**src/core/rsw_pkg.sv**
```systemverilog
// Package: register map, field layout, modes and counts of the reference switchover block
package rsw_pkg;

    // ****************************************
    // Register map (byte addresses)
    // ****************************************
    localparam logic [7:0] RSW_CTRL_OFFSET = 8'h00;
    localparam logic [7:0] RSW_STATUS_OFFSET = 8'h04;
    localparam logic [7:0] RSW_SWCOUNT_OFFSET = 8'h08;

    // ****************************************
    // Field positions
    // ****************************************
    localparam int RSW_CTRL_MODE_LSB = 0;
    localparam int RSW_STAT_A_LOST_BIT = 0;
    localparam int RSW_STAT_B_LOST_BIT = 1;
    localparam int RSW_STAT_SEL_BIT = 2;
    localparam int RSW_STAT_BUSY_BIT = 3;
    localparam int RSW_STAT_REQ_BIT = 4;
    localparam int RSW_STAT_GATE_BIT = 5;

    // ****************************************
    // Modes and states
    // ****************************************
    typedef enum logic [1:0] {
        RSW_MODE_MANUAL = 2'b00,
        RSW_MODE_AUTO = 2'b01,
        RSW_MODE_AUTO_OVR = 2'b10
    } rsw_mode_t;

    typedef enum logic [1:0] {
        RSW_ST_IDLE = 2'b00,
        RSW_ST_WAIT_OLD = 2'b01,
        RSW_ST_WAIT_NEW = 2'b11
    } rsw_state_t;

    // ****************************************
    // Reset values and counts
    // ****************************************
    localparam logic [1:0] RSW_CTRL_MODE_RESET = 2'b00;
    localparam logic RSW_SEL_RESET = 1'b0;
    localparam logic [15:0] RSW_SWCOUNT_RESET = 16'h0000;
    localparam logic [31:0] RSW_PRDATA_RESET = 32'h0000_0000;
    // Reference edges the request must stay high for, per reference
    localparam int RSW_REQ_MIN_CYCLES = 3;
    // Silence longer than this many own periods means the input is lost
    localparam int RSW_LOSS_PERIODS = 2;
    localparam int RSW_CNT_WIDTH = 16;

endpackage

```
**src/core/rsw_clk_if.sv**
```systemverilog
// Interface: edge and loss information of one reference input
`timescale 1ns/1ps
`default_nettype none
interface rsw_clk_if;
    logic rise;
    logic fall;
    logic lost;
    modport mon (output rise, output fall, output lost);
    modport core (input rise, input fall, input lost);
endinterface
`default_nettype wire

```
**src/core/rsw_clk_monitor.sv**
```systemverilog
// Module: edge detector and loss-of-clock sense for one reference input
`timescale 1ns/1ps
`default_nettype none
module rsw_clk_monitor
    import rsw_pkg::*;
#(
    parameter int CW = RSW_CNT_WIDTH
) (
    input wire logic clock,
    input wire logic arst_n,
    input wire logic refIn,
    rsw_clk_if.mon mon
);

    logic refPrev_reg;
    logic [CW-1:0] sinceRise_reg;
    logic [CW-1:0] period_reg;
    logic seenRise_reg;
    logic periodValid_reg;
    logic lost_reg;
    logic riseNow;
    logic [CW:0] lossLimit;

    assign riseNow = refIn & ~refPrev_reg;
    assign lossLimit = (CW+1)'(RSW_LOSS_PERIODS) * {1'b0, period_reg};
    assign mon.rise = riseNow;
    assign mon.fall = ~refIn & refPrev_reg;
    assign mon.lost = lost_reg;

    always_ff @(posedge clock or negedge arst_n) begin
        if (!arst_n) begin
            // High: no false rise at release, so no short first period and false loss
            refPrev_reg <= 1'b1;
        end else begin
            refPrev_reg <= refIn;
        end
    end

    // ****************************************
    // Period measurement between rising edges
    // ****************************************
    always_ff @(posedge clock or negedge arst_n) begin
        if (!arst_n) begin
            sinceRise_reg <= '0;
            period_reg <= '0;
            seenRise_reg <= 1'b0;
            periodValid_reg <= 1'b0;
        end else if (riseNow) begin
            sinceRise_reg <= CW'(1);
            seenRise_reg <= 1'b1;
            if (seenRise_reg) begin
                period_reg <= sinceRise_reg;
                periodValid_reg <= 1'b1;
            end
        end else if (sinceRise_reg != '1) begin
            sinceRise_reg <= sinceRise_reg + CW'(1);
        end
    end

    // Flag rises after about two silent periods, falls on the next rising edge
    always_ff @(posedge clock or negedge arst_n) begin
        if (!arst_n) begin
            lost_reg <= 1'b0;
        end else if (riseNow) begin
            lost_reg <= 1'b0;
        end else if (periodValid_reg && ({1'b0, sinceRise_reg} > lossLimit)) begin
            lost_reg <= 1'b1;
        end
    end

endmodule
`default_nettype wire

```
**src/core/rsw_req_sync.sv**
```systemverilog
// Module: switch request synchroniser, rising-edge arm and high-time qualifier
`timescale 1ns/1ps
`default_nettype none
module rsw_req_sync
    import rsw_pkg::*;
(
    input wire logic clock,
    input wire logic arst_n,
    input wire logic switchRequest,
    rsw_clk_if.core clkA,
    rsw_clk_if.core clkB,
    output logic swapPulse,
    output logic reqLevel
);

    logic sync1_reg;
    logic sync2_reg;
    logic armed_reg;
    logic swap_reg;
    logic [1:0] cntA_reg;
    logic [1:0] cntB_reg;
    logic qualified;

    localparam logic [1:0] MIN_CNT = 2'(RSW_REQ_MIN_CYCLES);

    assign qualified = (cntA_reg >= MIN_CNT) && (cntB_reg >= MIN_CNT);
    assign swapPulse = swap_reg;
    assign reqLevel = sync2_reg;

    always_ff @(posedge clock or negedge arst_n) begin
        if (!arst_n) begin
            sync1_reg <= 1'b0;
            sync2_reg <= 1'b0;
        end else begin
            sync1_reg <= switchRequest; // [RULE_24]
            sync2_reg <= sync1_reg;
        end
    end

    // ****************************************
    // Arm on rising edge, fire once qualified
    // ****************************************
    always_ff @(posedge clock or negedge arst_n) begin
        if (!arst_n) begin
            armed_reg <= 1'b0;
            swap_reg <= 1'b0;
            cntA_reg <= 2'b00;
            cntB_reg <= 2'b00;
        end else begin
            swap_reg <= 1'b0;
            if (!sync2_reg) begin
                // Falling request only disarms, never swaps back
                armed_reg <= 1'b0; // [RULE_15]
                cntA_reg <= 2'b00;
                cntB_reg <= 2'b00;
            end else if (!armed_reg && !swap_reg && cntA_reg == 2'b00 && cntB_reg == 2'b00) begin
                armed_reg <= 1'b1; // [RULE_15]
            end else if (armed_reg) begin
                // High time counted in edges of both references, so the slower one sets it
                if (clkA.rise && cntA_reg != MIN_CNT) begin
                    cntA_reg <= cntA_reg + 2'b01; // [RULE_02] [RULE_19]
                end
                if (clkB.rise && cntB_reg != MIN_CNT) begin
                    cntB_reg <= cntB_reg + 2'b01; // [RULE_02] [RULE_19]
                end
                if (qualified) begin
                    swap_reg <= 1'b1; // [RULE_02]
                    armed_reg <= 1'b0;
                end
            end
        end
    end

endmodule
`default_nettype wire

```
**src/core/rsw_switchover.sv**
```systemverilog
// Module: top of the reference clock switchover block with APB register access
//
// Summary of operation
// (RULE_01) Automatic mode: a stopped selected reference makes the block select the other.
// (RULE_02) Manual mode: request rising and held three reference cycles swaps the reference.
// (RULE_03) Override mode: high request blocks automatic switching while it stays high.
// (RULE_04) Outputs two loss flags and the selected-reference indicator.
// (RULE_05) User connects the backup clock to reference B; A is primary.
// (RULE_06) Automatic mode allows any number of switches back and forth.
// (RULE_07) User keeps both references running, periods within a factor of two.
// (RULE_08) No switchover when the other reference is also stopped.
// (RULE_09) Automatic mode raises an input's loss flag once it stops toggling.
// (RULE_10) Indicator always shows which reference feeds the PLL.
// (RULE_11) About two silent cycles raise the loss flag; mux select moves to backup.
// (RULE_12) Automatic switch completes on a falling edge of the available reference.
// (RULE_13) Gate off on old falling edge, switch mux on new falling edge.
// (RULE_14) Manual switches with both references alive raise no loss flag.
// (RULE_15) Only rising request edges act; each new one starts a new switch.
// (RULE_16) A switch completes only when its target toggles; otherwise it waits.
// (RULE_17) Reference A is selected after reset.
// (RULE_18) User returns the request low before asking for another switch.
// (RULE_19) Request high time counts cycles of the slower reference.
// (RULE_20) User raises the request only while both references run.
// (RULE_21) User should pulse the PLL reset after a switchover.
// (RULE_22) That PLL reset should last at least 10 ns when phase matters.
// (RULE_23) Indicator reads 0 for reference A and 1 for reference B.
// (RULE_24) Request is synchronised before edge detection and high-time counting.
`timescale 1ns/1ps
`default_nettype none
module rsw_switchover
    import rsw_pkg::*;
#(
    parameter int CW = RSW_CNT_WIDTH
) (
    input wire logic clock,
    input wire logic arst_n,
    input wire logic ref_clock_a,
    input wire logic ref_clock_b,
    input wire logic switch_request,
    output logic gated_ref_clock,
    output logic mux_select_drive,
    output logic selected_ref_indicator,
    output logic ref_a_lost,
    output logic ref_b_lost,
    input wire logic psel,
    input wire logic penable,
    input wire logic pwrite,
    input wire logic [31:0] paddr,
    input wire logic [31:0] pwdata,
    output logic [31:0] prdata,
    output logic pready,
    output logic pslverr
);

    // ****************************************
    // Reference monitors and request qualifier
    // ****************************************
    rsw_clk_if clkA ();
    rsw_clk_if clkB ();
    logic swapPulse;
    logic reqLevel;

    rsw_clk_monitor #(.CW(CW)) monA (
        .clock(clock),
        .arst_n(arst_n),
        .refIn(ref_clock_a),
        .mon(clkA)
    );

    rsw_clk_monitor #(.CW(CW)) monB (
        .clock(clock),
        .arst_n(arst_n),
        .refIn(ref_clock_b),
        .mon(clkB)
    );

    rsw_req_sync reqSync (
        .clock(clock),
        .arst_n(arst_n),
        .switchRequest(switch_request),
        .clkA(clkA),
        .clkB(clkB),
        .swapPulse(swapPulse),
        .reqLevel(reqLevel)
    );

    // ****************************************
    // Control state
    // ****************************************
    rsw_state_t state_reg;
    rsw_mode_t mode_reg;
    logic selected_reg;
    logic gateOn_reg;
    logic gatedClk_reg;
    logic lostA_reg;
    logic lostB_reg;
    logic [15:0] swCount_reg;
    logic autoMode;
    logic ovrMode;
    logic curFall;
    logic curLost;
    logic othFall;
    logic othLost;
    logic autoStart;
    logic manStart;
    logic switchDone;

    assign autoMode = (mode_reg == RSW_MODE_AUTO) || (mode_reg == RSW_MODE_AUTO_OVR);
    assign ovrMode = (mode_reg == RSW_MODE_AUTO_OVR);
    assign curFall = selected_reg ? clkB.fall : clkA.fall;
    assign curLost = selected_reg ? clkB.lost : clkA.lost;
    assign othFall = selected_reg ? clkA.fall : clkB.fall;
    assign othLost = selected_reg ? clkA.lost : clkB.lost;
    // Both stopped: stay put, nothing better to switch to
    assign autoStart = autoMode && !(ovrMode && reqLevel) && curLost && !othLost; // [RULE_01] [RULE_03] [RULE_08]
    assign manStart = (mode_reg != RSW_MODE_AUTO) && swapPulse; // [RULE_02] [RULE_15]
    assign switchDone = (state_reg == RSW_ST_WAIT_NEW) && othFall;

    // ****************************************
    // Switchover state machine
    // ****************************************
    always_ff @(posedge clock or negedge arst_n) begin
        if (!arst_n) begin
            state_reg <= RSW_ST_IDLE;
        end else begin
            unique case (state_reg)
                RSW_ST_IDLE: begin
                    if (manStart || autoStart) begin
                        state_reg <= RSW_ST_WAIT_OLD; // [RULE_06]
                    end
                end
                RSW_ST_WAIT_OLD: begin
                    // A dead old reference may never fall again, so do not wait for it
                    if (curFall || curLost) begin
                        state_reg <= RSW_ST_WAIT_NEW; // [RULE_13]
                    end
                end
                RSW_ST_WAIT_NEW: begin
                    if (othFall) begin
                        state_reg <= RSW_ST_IDLE; // [RULE_12] [RULE_16]
                    end
                end
                default: begin
                    state_reg <= RSW_ST_IDLE;
                end
            endcase
        end
    end

    always_ff @(posedge clock or negedge arst_n) begin
        if (!arst_n) begin
            gateOn_reg <= 1'b1;
        end else if (state_reg == RSW_ST_WAIT_OLD && (curFall || curLost)) begin
            gateOn_reg <= 1'b0; // [RULE_13]
        end else if (switchDone) begin
            gateOn_reg <= 1'b1; // [RULE_13]
        end
    end

    always_ff @(posedge clock or negedge arst_n) begin
        if (!arst_n) begin
            selected_reg <= RSW_SEL_RESET; // [RULE_17]
        end else if (switchDone) begin
            selected_reg <= ~selected_reg; // [RULE_11] [RULE_23]
        end
    end

    // Registered clock path: gate closes on an old-clock fall or loss, reopens on a new-clock fall
    always_ff @(posedge clock or negedge arst_n) begin
        if (!arst_n) begin
            gatedClk_reg <= 1'b0;
        end else begin
            gatedClk_reg <= gateOn_reg & (selected_reg ? ref_clock_b : ref_clock_a); // [RULE_13]
        end
    end

    // Loss flags only in the automatic modes; manual swaps never raise them
    always_ff @(posedge clock or negedge arst_n) begin
        if (!arst_n) begin
            lostA_reg <= 1'b0;
            lostB_reg <= 1'b0;
        end else begin
            lostA_reg <= autoMode & clkA.lost; // [RULE_09] [RULE_11] [RULE_14]
            lostB_reg <= autoMode & clkB.lost; // [RULE_09] [RULE_11] [RULE_14]
        end
    end

    assign gated_ref_clock = gatedClk_reg;
    assign mux_select_drive = selected_reg; // [RULE_11]
    assign selected_ref_indicator = selected_reg; // [RULE_04] [RULE_10] [RULE_23]
    assign ref_a_lost = lostA_reg; // [RULE_04]
    assign ref_b_lost = lostB_reg; // [RULE_04]

    // ****************************************
    // APB slave, one wait state
    // ****************************************
    logic pready_reg;
    logic pslverr_reg;
    logic [31:0] prdata_reg;
    logic [31:0] readValue;
    logic addrHit;
    logic wrCommit;
    logic [7:0] addrLow;

    assign addrLow = paddr[7:0];
    assign addrHit = (paddr[31:8] == 24'h00_0000) && ((addrLow == RSW_CTRL_OFFSET)
        || (addrLow == RSW_STATUS_OFFSET) || (addrLow == RSW_SWCOUNT_OFFSET));
    assign wrCommit = psel && penable && pready_reg && pwrite && addrHit;

    always_comb begin
        readValue = 32'h0000_0000;
        if (addrLow == RSW_CTRL_OFFSET) begin
            readValue[RSW_CTRL_MODE_LSB +: 2] = mode_reg;
        end else if (addrLow == RSW_STATUS_OFFSET) begin
            readValue[RSW_STAT_A_LOST_BIT] = lostA_reg;
            readValue[RSW_STAT_B_LOST_BIT] = lostB_reg;
            readValue[RSW_STAT_SEL_BIT] = selected_reg;
            readValue[RSW_STAT_BUSY_BIT] = (state_reg != RSW_ST_IDLE);
            readValue[RSW_STAT_REQ_BIT] = reqLevel;
            readValue[RSW_STAT_GATE_BIT] = gateOn_reg;
        end else if (addrLow == RSW_SWCOUNT_OFFSET) begin
            readValue[15:0] = swCount_reg;
        end
    end

    always_ff @(posedge clock or negedge arst_n) begin
        if (!arst_n) begin
            pready_reg <= 1'b0;
            pslverr_reg <= 1'b0;
            prdata_reg <= RSW_PRDATA_RESET;
        end else if (psel && penable && !pready_reg) begin
            pready_reg <= 1'b1;
            pslverr_reg <= ~addrHit;
            prdata_reg <= (!pwrite && addrHit) ? readValue : 32'h0000_0000;
        end else begin
            pready_reg <= 1'b0;
            pslverr_reg <= 1'b0;
        end
    end

    // Illegal mode code falls back to manual
    always_ff @(posedge clock or negedge arst_n) begin
        if (!arst_n) begin
            mode_reg <= rsw_mode_t'(RSW_CTRL_MODE_RESET);
        end else if (wrCommit && addrLow == RSW_CTRL_OFFSET) begin
            if (pwdata[RSW_CTRL_MODE_LSB +: 2] == 2'b11) begin
                mode_reg <= RSW_MODE_MANUAL;
            end else begin
                mode_reg <= rsw_mode_t'(pwdata[RSW_CTRL_MODE_LSB +: 2]);
            end
        end
    end

    // A completion in the same cycle as a software clear leaves the count at one
    always_ff @(posedge clock or negedge arst_n) begin
        if (!arst_n) begin
            swCount_reg <= RSW_SWCOUNT_RESET;
        end else if (switchDone) begin
            swCount_reg <= (wrCommit && addrLow == RSW_SWCOUNT_OFFSET) ? 16'h0001 : swCount_reg + 16'h0001;
        end else if (wrCommit && addrLow == RSW_SWCOUNT_OFFSET) begin
            swCount_reg <= RSW_SWCOUNT_RESET;
        end
    end

    assign pready = pready_reg;
    assign pslverr = pslverr_reg;
    assign prdata = prdata_reg;

endmodule
`default_nettype wire

```
**config.mk**
```make
export PLATFORM = sky130hd
export DESIGN_NAME = rsw_switchover
export DESIGN_NICKNAME = d
export VERILOG_FILES = /design/src/core/rsw_pkg.sv /design/src/core/rsw_clk_if.sv /design/src/core/rsw_clk_monitor.sv /design/src/core/rsw_req_sync.sv /design/src/core/rsw_switchover.sv
export SDC_FILE = /design/constraint.sdc
export NUM_CORES = 1
export LEC_CHECK = 0
export ABC_AREA = 1
export BUFFER_PORTS_ARGS = -buffer_cell sky130_fd_sc_hd__buf_4
export CORE_MARGIN = 2
export CORE_UTILIZATION = 62
export CTS_CLUSTER_SIZE = 24
export DETAILED_ROUTE_END_ITERATION = 16
export PLACE_DENSITY_LB_ADDON = 0.08
export SYNTH_ARGS = -nofsm -noshare
export SYNTH_HDL_FRONTEND = slang
export SYNTH_HIERARCHICAL = 1
export SYNTH_SLANG_ARGS = --single-unit
```
**constraint.sdc**
```tcl
create_clock -name clock -period 2.4 [get_ports clock]
set_input_delay 0.24 -clock clock [delete_from_list [all_inputs] [get_ports clock]]
set_output_delay 0.24 -clock clock [all_outputs]
set_load 0.01 [all_outputs]
```
==> reports/qor.yml, run 1 <==
sta:
  finalHoldViolCount: 0
  finalSetupTns_ps: 0
  fmax_mhz: 574
  hold_slack_ps: 83.0
  slew_headroom_pct: 60.2
  skew_ps: 7.57
  rsz0062_at_grt: "no"
  setup_violations: 0
  worstMarginPinSlew_ps: 597
  finalCritPeriodShare_pct: 72.6
  min_period_ps: 1740
  maxSlewViolCount: 0
critical_path:
  reg2reg_from: "monB/refPrev_reg$_DFF_PN1_"
  ff2ff_path_depth: 5
  r2r_slack_ps: 660
  cpMaxStageDelayCell: "dfstp_2"
  cp_cell_sequence: "inv_1, nand2_1, nand4_1, o21ai_0, o21ai_0"
  cp.required_ps: 2680
  max_stage_delay_ps: 520
  crit_fanout: 12
  crit_path_start_kind: "flop"
  crit_arrival_ps: 2030
  critPathMostFrequentCell: "o21ai_0"
  crit_type: "reg -> reg"
  cp-end-kind: "flop"
  timing.rr.end: "monB/sinceRise_reg[0]$_DFFE_PN0P_"
clock_tree:
  cts_tree: "yes"
  path_clk_slew_ps: 50
  clockBufferDepth: 2
  ctsHtreeMaxLevel: 4
  clk_latency_ps: 420
  cts_resized: 0
  cts_sinks: 123
  cts_made_buffers: 17
  postCtsSetupRepairBufs: 0
  holdBufCountCts: 4
  root_buffer: "clkbuf_16"
grt:
  overflow: 0
  track_usage_pct: 26.5
  antenna_found_initial: 0
  grt_pass1_wl_um: 26800
  grt_max_degree: 45
  grt_pass1_vias: 5839
cells_and_area:
  fill_cells: 876
  nNetsFinal: 1109
  antenna_cells: 0
  layout-drive-gt1-share_pct: 16.7
  final_common_cell: "nand2_1"
  stdcell_area_um2: 8480
  syn_to_final_growth_pct: 18.1
  final_cell_mix: "nand2_1, inv_1, dfrtp_1, nor2_1, buf_4"
drt:
  dr_total_vias: 6000
  wl_met3_um: 532
  drcViolationCount: 0
  wl_met2_um: 7780
  viasPerCell: 5.21
  ant_nets: 0
  wl_um: 15500
  detail_route.wl_per_cell_um: 13.4
  first_pass_iters: 5
  drt_iter0_drc: 369
  highest_layer: "met4"
  wl_met1_um: 6900
synth:
  syn_avg_cell_area_um2: 7.84
  ys_seq_area_share_pct: 42.9
  synthesis.area_um2: 7180
  synthDistinctLibCells: 44
  synthCells: 916
  yosys_warnings: 6
  synth-seq-cells: 123
power_and_ir_drop:
  power.density_nw_per_um2: 733
  swShare_pct: 26.4
  ir_worst_vdd_uv: 644
  p_leak_nw: 4.46
  combPwrFrac_pct: 15.6
  seq_power_share_pct: 38.8
  intPower_w: 0.00458
  clkPwrFrac_pct: 45.5
  switching_power_w: 0.00164
place:
  io_buffers: 64
  gp_congestion: 0.911
  placed_cell_area_um2: 7780
  dp_hpwl_um: 11200
die:
  die_y_um: 112
  rows: 39
  fp.coreArea_um2: 11400
  ioPinCount: 111
  die_w_um: 112
  die-area_um2: 12500
  start_util_pct: 63.1
min_path:
  hp-start: "pwdata[1]"
  hold_path_depth: 4
  hold_class: "in -> reg"
  holdPathEnd: "mode_reg[0]$_DFFE_PN0P_"
run:
  drv_cap: 0
status:
  status: "finished clean"
-- synth_stat cells, drive strengths merged --
cell type | number | share of area, %
o211ai | 2 | 0.28
nor3 | 35 | 3.4
o21a | 2 | 0.21
buf | 29 | 2.9
ha | 39 | 6.8
o31a | 2 | 0.28
o31ai | 4 | 0.42
a31oi | 5 | 0.44
nand3b | 3 | 0.66
nor2 | 92 | 5.8
o22ai | 3 | 0.26
conb | 1 | 0.052
and3 | 1 | 0.087
dfrtp | 120 | 42
clkbuf | 2 | 0.10
inv | 144 | 7.6
o21ai | 62 | 4.3
a21o | 2 | 0.21
nand3 | 52 | 3.7
or2 | 3 | 0.26
nand2 | 258 | 15
a21oi | 22 | 1.5
dfstp | 3 | 1.1
nand4 | 19 | 2.0
xor2 | 8 | 0.98
a211o | 1 | 0.12
clkinv | 2 | 0.10
-- cells by family (layout without fill, tap and decap cells) --
kind of cell,Yosys count,in the layout,share of synthesized area [%]
flops,123,123,42.9
other cells,1,16,0.0523
buf+inv,177,255,10.7
xor+xnor,8,8,0.976
fa+ha+maj,39,39,6.80
simple gates,463,463,30.4
compound gates,105,105,8.07
-- how the worst max path moves through the flow --
stage | from | endpoint | cells after the start
after global routing | monA/sinceRise_reg[0]$_DFFE_PN0P_ | monA/sinceRise_reg[0]$_DFFE_PN0P_ | 5
after detailed placement | monA/sinceRise_reg[12]$_DFFE_PN0P_ | monA/sinceRise_reg[0]$_DFFE_PN0P_ | 5
final | monB/refPrev_reg$_DFF_PN1_ | monB/sinceRise_reg[0]$_DFFE_PN0P_ | 5
after floorplan | monB/refPrev_reg$_DFF_PN1_ | swCount_reg[15]$_DFFE_PN0P_ | 9
after global placement | monB/refPrev_reg$_DFF_PN1_ | monB/period_reg[13]$_DFFE_PN0P_ | 6
after CTS | monA/sinceRise_reg[0]$_DFFE_PN0P_ | monA/sinceRise_reg[0]$_DFFE_PN0P_ | 6
-- stage by stage --
step           cells  util, %  setup slack, ps  total power, W
3_3_place_gp    1118     68.4              732         0.00336
6_report        1152     74.6              658         0.00622
5_1_grt         1152     74.6              463         0.00653
4_1_cts         1152     74.6              667         0.00625
2_1_floorplan    931        -              898         0.00311
3_5_place_dp    1118     68.4              697         0.00340
-- metal layers --
metal	up-vias	track usage, %
li1	3045	-
met4	0	10.3
met1	2813	34.7
met2	113	44.4
met3	29	4.63
met5	-	0
-- layout make-up --
class,count,area (µm²),area share (%)
multi-input cells,631,3380,39.9
inverters,146,551,6.49
repair buffers,79,628,7.41
clock inverters,7,160,1.89
flip-flops and latches,123,3080,36.3
well taps,143,179,2.11
clock buffers,23,498,5.87
-- worst max-delay path: cells and delay by family, from the launching register on --
kind | cells | cell delay [ps]
and+or+nand+nor | 2 | 770
DFF | 1 | 520
buffers and inverters | 1 | 40
AOI/OAI and AO/OA | 2 | 280
-- power groups by stage --
stage          Clock [W]  Combinational, W  Sequential, W
2_1_floorplan          0          0.000721        0.00239
3_3_place_gp           0          0.000925        0.00244
3_5_place_dp           0          0.000956        0.00245
4_1_cts          0.00286          0.000982        0.00241
5_1_grt          0.00295           0.00113        0.00244
6_report         0.00283          0.000972        0.00242
No activity file was read; power rests on OpenSTA's default activity.
==> inputs of run 2 (changes only) <==
Settings changed: CORE_UTILIZATION 62 to 52.
Clock period 2.4 ns to 1.45 ns, I/O delays scaled along.
==> run 2 against run 1 <==
The flow now finishes with violations (setup timing). Total power rose by 66%. Cell area rose by 13%. Register-to-register slack got worse by 790 ps. Final cell count rose by 11%. Sequential share of layout area fell by 4.2 points. Critical path depth rose by 3. Maximum frequency rose by 10%. Via count rose by 6.3%. Sequential power rose by 64%. Non-clock buffer count rose by 95. Die area rose by 19%. Worst setup slack got worse by 790 ps. Critical path type unchanged. Largest power group unchanged. Highest routed layer unchanged.
==> reports/qor.yml, run 2 (synthesis gave the netlist of run 1 again) <==
status:
  status: "finished, violations left"  # was finished clean
  violations: "setup timing"
die:
  die_y_um: 121  # was 112 µm
  ioPinCount: 111  # unchanged
  fp.coreArea_um2: 13300  # was 11,400 µm²
  die-area_um2: 14800  # was 12,500 µm²
  rows: 42  # was 39
  start_util_pct: 53.8  # was 63.1%
  die_w_um: 121  # was 112 µm
power_and_ir_drop:
  switching_power_w: 0.00297  # was 0.00164 W
  seq_power_share_pct: 38.6  # was 38.8%
  intPower_w: 0.00735  # was 0.00458 W
  ir_worst_vdd_uv: 843  # was 644 µV
  clkPwrFrac_pct: 39.8  # was 45.5%
  combPwrFrac_pct: 21.6  # was 15.6%
  swShare_pct: 28.8  # was 26.4%
  p_leak_nw: 4.98  # was 4.46 nW
  power.density_nw_per_um2: 1070  # was 733 nW/µm²
clock_tree:
  cts_made_buffers: 17  # unchanged
  cts_sinks: 123  # unchanged
  path_clk_slew_ps: 50  # about the same
  root_buffer: "clkbuf_16"  # unchanged
  cts_tree: "yes"  # unchanged
  clockBufferDepth: 2  # unchanged
  ctsHtreeMaxLevel: 4  # unchanged
  clk_latency_ps: 420  # about the same
drt:
  wl_um: 17500  # was 15,500 µm
  dr_total_vias: 6378  # was 6,000
  drt_iter0_drc: 425  # was 369
  detail_route.wl_per_cell_um: 13.6  # was 13.4 µm
  viasPerCell: 4.98  # was 5.21
  drcViolationCount: 0  # unchanged
  first_pass_iters: 5  # unchanged
  ant_nets: 0  # unchanged
critical_path:
  crit_path_start_kind: "flop"  # unchanged
  r2r_slack_ps: -130  # was 660 ps
  max_stage_delay_ps: 400  # was 520 ps
  cp-end-kind: "flop"  # unchanged
  cpMaxStageDelayCell: "dfrtp_1"  # was dfstp_2
  cp_cell_sequence: "ha_4, nand2_4, nor3_4, nand3b_4, nor2_4, buf_4, o21ai_2, a21oi_2"  # was inv_1, nand2_1, nand4_1, o21ai_0, o21ai_0
  timing.rr.end: "monA/sinceRise_reg[5]$_DFFE_PN0P_"  # was monB/sinceRise_reg[0]$_DFFE_PN0P_
  crit_path_end: "monA/sinceRise_reg[5]$_DFFE_PN0P_"  # was monB/sinceRise_reg[0]$_DFFE_PN0P_
  crit_arrival_ps: 1930  # was 2030 ps
  ff2ff_path_depth: 8  # was 5
  crit_start: "monA/sinceRise_reg[1]$_DFFE_PN0P_"  # was monB/refPrev_reg$_DFF_PN1_
  cp.required_ps: 1790  # was 2680 ps
  crit_fanout: 4  # was 12
  crit_type: "reg -> reg"  # unchanged
  reg2reg_from: "monA/sinceRise_reg[1]$_DFFE_PN0P_"  # was monB/refPrev_reg$_DFF_PN1_
min_path:
  hold_class: "in -> reg"  # unchanged
sta:
  fmax_mhz: 632  # was 574 MHz
  skew_ps: 7.33  # was 7.57 ps
  setup_slack_ps: -131  # was 658 ps
  maxSlewViolCount: 0  # unchanged
  min_period_ps: 1580  # was 1740 ps
  finalHoldViolCount: 0  # unchanged
  setup_violations: 27  # was 0
  rsz0062_at_grt: "yes"  # was no
  finalCritPeriodShare_pct: 109  # was 72.6%
cells_and_area:
  syn_to_final_growth_pct: 33.8  # was 18.1%
  stdcell_count: 1282  # was 1,152
  final_cell_mix: "nand2_1, buf_4, inv_1, dfrtp_1, nor2_1"  # was nand2_1, inv_1, dfrtp_1, nor2_1, buf_4
  antenna_cells: 0  # unchanged
  final_core_utilization_pct: 72.0  # was 74.6%
  fill_cells: 1077  # was 876
  layout-drive-gt1-share_pct: 29.9  # was 16.7%
  final_common_cell: "nand2_1"  # unchanged
  nNetsFinal: 1204  # was 1,109
  multi_input_area_um2: 3740  # was 3380 µm²
  seq_area_um2: 3090  # was 3080 µm²
run:
  drv_cap: 0  # unchanged
grt:
  overflow: 0  # unchanged
  track_usage_pct: 24.1  # was 26.5%
  grt_pass1_wl_um: 28000  # was 26,800 µm
  grt_max_degree: 50  # was 45
  antenna_found_initial: 0  # unchanged
  grt_pass1_vias: 6050  # was 5,839
place:
  gp_congestion: 0.864  # was 0.911
  dp_hpwl_um: 12400  # was 11,200 µm
  io_buffers: 64  # unchanged
  place_inst: 1223  # was 1,118
  place_ws_ps: -115  # was 697 ps
[run 2: cell types whose count changed in the layout (fill, tap and decap cells not counted), moves of 10 or more]
cell and delta:
buf_4 +80, nor2_1 -11, buf_6 +10, nor3_2 +10
nor3_1 -12, nand2_1 -13, o21ai_0 -10
[run 2: critical path: cells and delay by family (launching register included)]
family          cells  cell delay [ps]
simple gates        4              640
flops               1              400
fa+ha+maj           1              170
compound gates      2              150
buf+inv             1              150
[run 2: area by class of cell]
cell class              instances  area share [%]
clock buffers                  24            5.02
repair buffers                174            14.8
well taps                     176            2.29
multi-input cells             631            38.9
flip-flops and latches        123            32.2
clock inverters                 8           0.990
inverters                     146            5.84
[run 2: worst min-delay path by stage]
stage | cells after the start | endpoint | from
4_1_cts | 3 | mode_reg[1]$_DFFE_PN0P_ | pwdata[0]
6_report | 3 | mode_reg[1]$_DFFE_PN0P_ | pwdata[0]
2_1_floorplan | 0 | gated_ref_clock$_DFF_PN0_ | arst_n
3_3_place_gp | 1 | monB/sinceRise_reg[7]$_DFFE_PN0P_ | arst_n
5_1_grt | 3 | mode_reg[1]$_DFFE_PN0P_ | pwdata[0]
3_5_place_dp | 1 | monB/period_reg[6]$_DFFE_PN0P_ | arst_n
[run 2: power by group through the flow]
stage | Combinational, W | Clock, W | Sequential, W
finish | 0.00223 | 0.00411 | 0.00398
global route | 0.00253 | 0.00436 | 0.00402
CTS | 0.00200 | 0.00418 | 0.00396
detailed placement | 0.00185 | 0 | 0.00401
global placement | 0.00181 | 0 | 0.00400
floorplan | 0.00119 | 0 | 0.00396
[run 2: metal layers]
metal  track usage (%)  vias to the layer above  wire (µm)
met5                 0                        -          0
met4              7.33                        0        165
met3              5.31                       14        897
met2              40.3                      152       8600
met1              31.4                     2976       7810
li1                  -                     3236          -
[run 2: metrics by stage]
| step | instance area (µm²) | hold slack [ps] | TNS, ps | total power, W |
|---|---|---|---|---|
| floorplan | 7240 | -151 | -2.23 | 0.00515 |
| global placement | 8390 | 34.2 | -573 | 0.00580 |
| detailed placement | 8390 | 37.6 | -1050 | 0.00586 |
| CTS | 9190 | 10.4 | -509 | 0.0101 |
| global route | 9600 | 18.0 | -4950 | 0.0109 |
| finish | 9600 | 25.0 | -1380 | 0.0103 |
[run 2: repair_timing]
item                                    4_1_cts  5_1_grt
hold endpoints to repair                    124        0
hold buffers                                  6        0
gates resized for setup                      30       81
buffers inserted                              7       14
endpoints found under the setup margin       30       68
pin swaps                                    18       35
==> inputs of run 3 (changes only) <==
Settings changed: SKIP_CTS_REPAIR_TIMING set to 1.
==> run 3 against run 2 <==
The run still ends with setup timing left. First-iteration DRC count is 20% lower. Largest cell class unchanged. Die area stayed put. Clock skew hardly changed. Register-to-register slack better by 20 ps. Sequential share of layout area hardly changed. Core utilization is 0.066 points lower. Global-route usage is 0.25 points lower. Largest power group unchanged.
==> reports/qor.yml, run 3 (synthesis gave the netlist of run 1 again) <==
critical_path:
  crit_fanout: 4  # unchanged
  timing.rr.end: "monB/sinceRise_reg[2]$_DFFE_PN0P_"  # was monA/sinceRise_reg[5]$_DFFE_PN0P_
  crit_type: "reg -> reg"  # unchanged
  crit_path_start_kind: "flop"  # unchanged
  cp-end-kind: "flop"  # unchanged
  crit_arrival_ps: 1900  # was 1930 ps
  ff2ff_path_depth: 9  # was 8
  cp.required_ps: 1790  # about the same
  reg2reg_from: "monB/sinceRise_reg[1]$_DFFE_PN0P_"  # was monA/sinceRise_reg[1]$_DFFE_PN0P_
  r2r_slack_ps: -110  # was -130 ps
die:
  ioPinCount: 111  # unchanged
  rows: 42  # unchanged
  die_w_um: 121  # unchanged
  start_util_pct: 53.8  # unchanged
  fp.coreArea_um2: 13300  # unchanged
  die-area_um2: 14800  # unchanged
  die_y_um: 121  # unchanged
drt:
  dr_total_vias: 6384  # was 6,378
  first_pass_iters: 4  # was 5
  wl_um: 17600  # was 17,500 µm
  viasPerCell: 5.00  # was 4.98
  drt_iter0_drc: 340  # was 425
  ant_nets: 0  # unchanged
  drcViolationCount: 0  # unchanged
  detail_route.wl_per_cell_um: 13.8  # was 13.6 µm
place:
  place_inst: 1223  # unchanged
  gp_congestion: 0.864  # unchanged
  placed_cell_area_um2: 8390  # unchanged
  io_buffers: 64  # unchanged
  dp_hpwl_um: 12400  # unchanged
grt:
  grt_pass1_wl_um: 27600  # was 28,000 µm
  overflow: 0  # unchanged
  grt_max_degree: 50  # unchanged
  grt_pass1_vias: 5907  # was 6,050
  track_usage_pct: 23.9  # was 24.1%
  antenna_found_initial: 0  # unchanged
sta:
  skew_ps: 7.78  # was 7.33 ps
  setup_violations: 30  # was 27
  finalHoldViolCount: 0  # unchanged
  maxSlewViolCount: 0  # unchanged
  setup_slack_ps: -110  # was -131 ps
  min_period_ps: 1560  # was 1580 ps
  fmax_mhz: 641  # was 632 MHz
  finalSetupTns_ps: -1780  # was -1380 ps
  hold_slack_ps: 98.8  # was 25.0 ps
  finalCritPeriodShare_pct: 108  # was 109%
  rsz0062_at_grt: "yes"  # unchanged
clock_tree:
  cts_sinks: 123  # unchanged
  path_clk_slew_ps: 50  # about the same
  ctsHtreeMaxLevel: 4  # unchanged
  cts_tree: "yes"  # unchanged
  clk_latency_ps: 420  # about the same
  root_buffer: "clkbuf_16"  # unchanged
  clockBufferDepth: 2  # unchanged
  cts_made_buffers: 17  # unchanged
power_and_ir_drop:
  ir_worst_vdd_uv: 866  # was 843 µV
  power.density_nw_per_um2: 1070  # about the same
  p_leak_nw: 4.96  # was 4.98 nW
min_path:
  hold_path_depth: 4  # was 3
  hp-start: "pwdata[1]"  # was pwdata[0]
  hold_class: "in -> reg"  # unchanged
  holdPathEnd: "mode_reg[1]$_DFFE_PN0P_"  # unchanged
cells_and_area:
  final_common_cell: "nand2_1"  # unchanged
  antenna_cells: 0  # unchanged
  nNetsFinal: 1200  # was 1,204
  stdcell_area_um2: 9600  # about the same
  syn_to_final_growth_pct: 33.7  # was 33.8%
  fill_cells: 1080  # was 1,077
  layout-drive-gt1-share_pct: 30.6  # was 29.9%
  stdcell_count: 1278  # was 1,282
  final_cell_mix: "nand2_1, buf_4, inv_1, dfrtp_1, nor2_1"  # unchanged
status:
  violations: "setup timing"  # unchanged
  status: "finished, violations left"  # unchanged
run:
  drv_cap: 0  # unchanged
==> run 3: through the flow <==
| stage | power, W | setup WS, ps | util [%] |
|---|---|---|---|
| 6_report | 0.0103 | -110 | 71.9 |
| 5_1_grt | 0.0108 | -204 | 71.9 |
| 4_1_cts | 0.0100 | -130 | 67.2 |
| 3_5_place_dp | 0.00586 | -115 | 62.9 |
| 3_3_place_gp | 0.00580 | -73.4 | 62.9 |
| 2_1_floorplan | 0.00515 | -2.23 | - |
==> run 3: critical path, stage by stage (launching register included) <==
cell	delay, ps
dfrtp_1	400
ha_4	180
nand2_4	60
nor3_4	230
nand3b_4	130
nor2_4	180
inv_4	70
nand2_2	70
nand2_1	60
nor2_2	100
==> run 3: power by group <==
group | switching, W | internal (W) | total, W
combinational | 0.00124 | 0.000935 | 0.00217
clock | 0.00147 | 0.00265 | 0.00412
sequential | 0.000264 | 0.00372 | 0.00398
total | 0.00297 | 0.00731 | 0.0103
==> run 3: worst max-delay path by stage <==
stage,startpoint,end
after CTS,monA/sinceRise_reg[14]$_DFFE_PN0P_,monA/mon.lost$_DFFE_PN0P_
after global placement,monB/sinceRise_reg[0]$_DFFE_PN0P_,monB/sinceRise_reg[2]$_DFFE_PN0P_
final,monB/sinceRise_reg[1]$_DFFE_PN0P_,monB/sinceRise_reg[2]$_DFFE_PN0P_
after global routing,monB/sinceRise_reg[15]$_DFFE_PN0P_,monB/mon.lost$_DFFE_PN0P_
after floorplan,monB/refPrev_reg$_DFF_PN1_,swCount_reg[15]$_DFFE_PN0P_
after detailed placement,monA/sinceRise_reg[14]$_DFFE_PN0P_,monA/mon.lost$_DFFE_PN0P_
==> run 3: routing by layer <==
layer	part of all wire (%)	vias up	track usage, %
met4	0.84	0	7.18
met3	5.1	12	5.50
met5	0	-	0
met2	49	133	39.4
met1	45	3008	31.4
li1	-	3231	-
==> run 3: area by class of cell <==
class,count,area [µm²],area share (%)
sequential,123,3090,32.2
multi-input combinational,631,3760,39.2
clock inverter,8,95.1,0.991
tap,176,220,2.29
timing repair buffer,170,1380,14.4
inverter,146,561,5.84
clock buffer,24,482,5.02
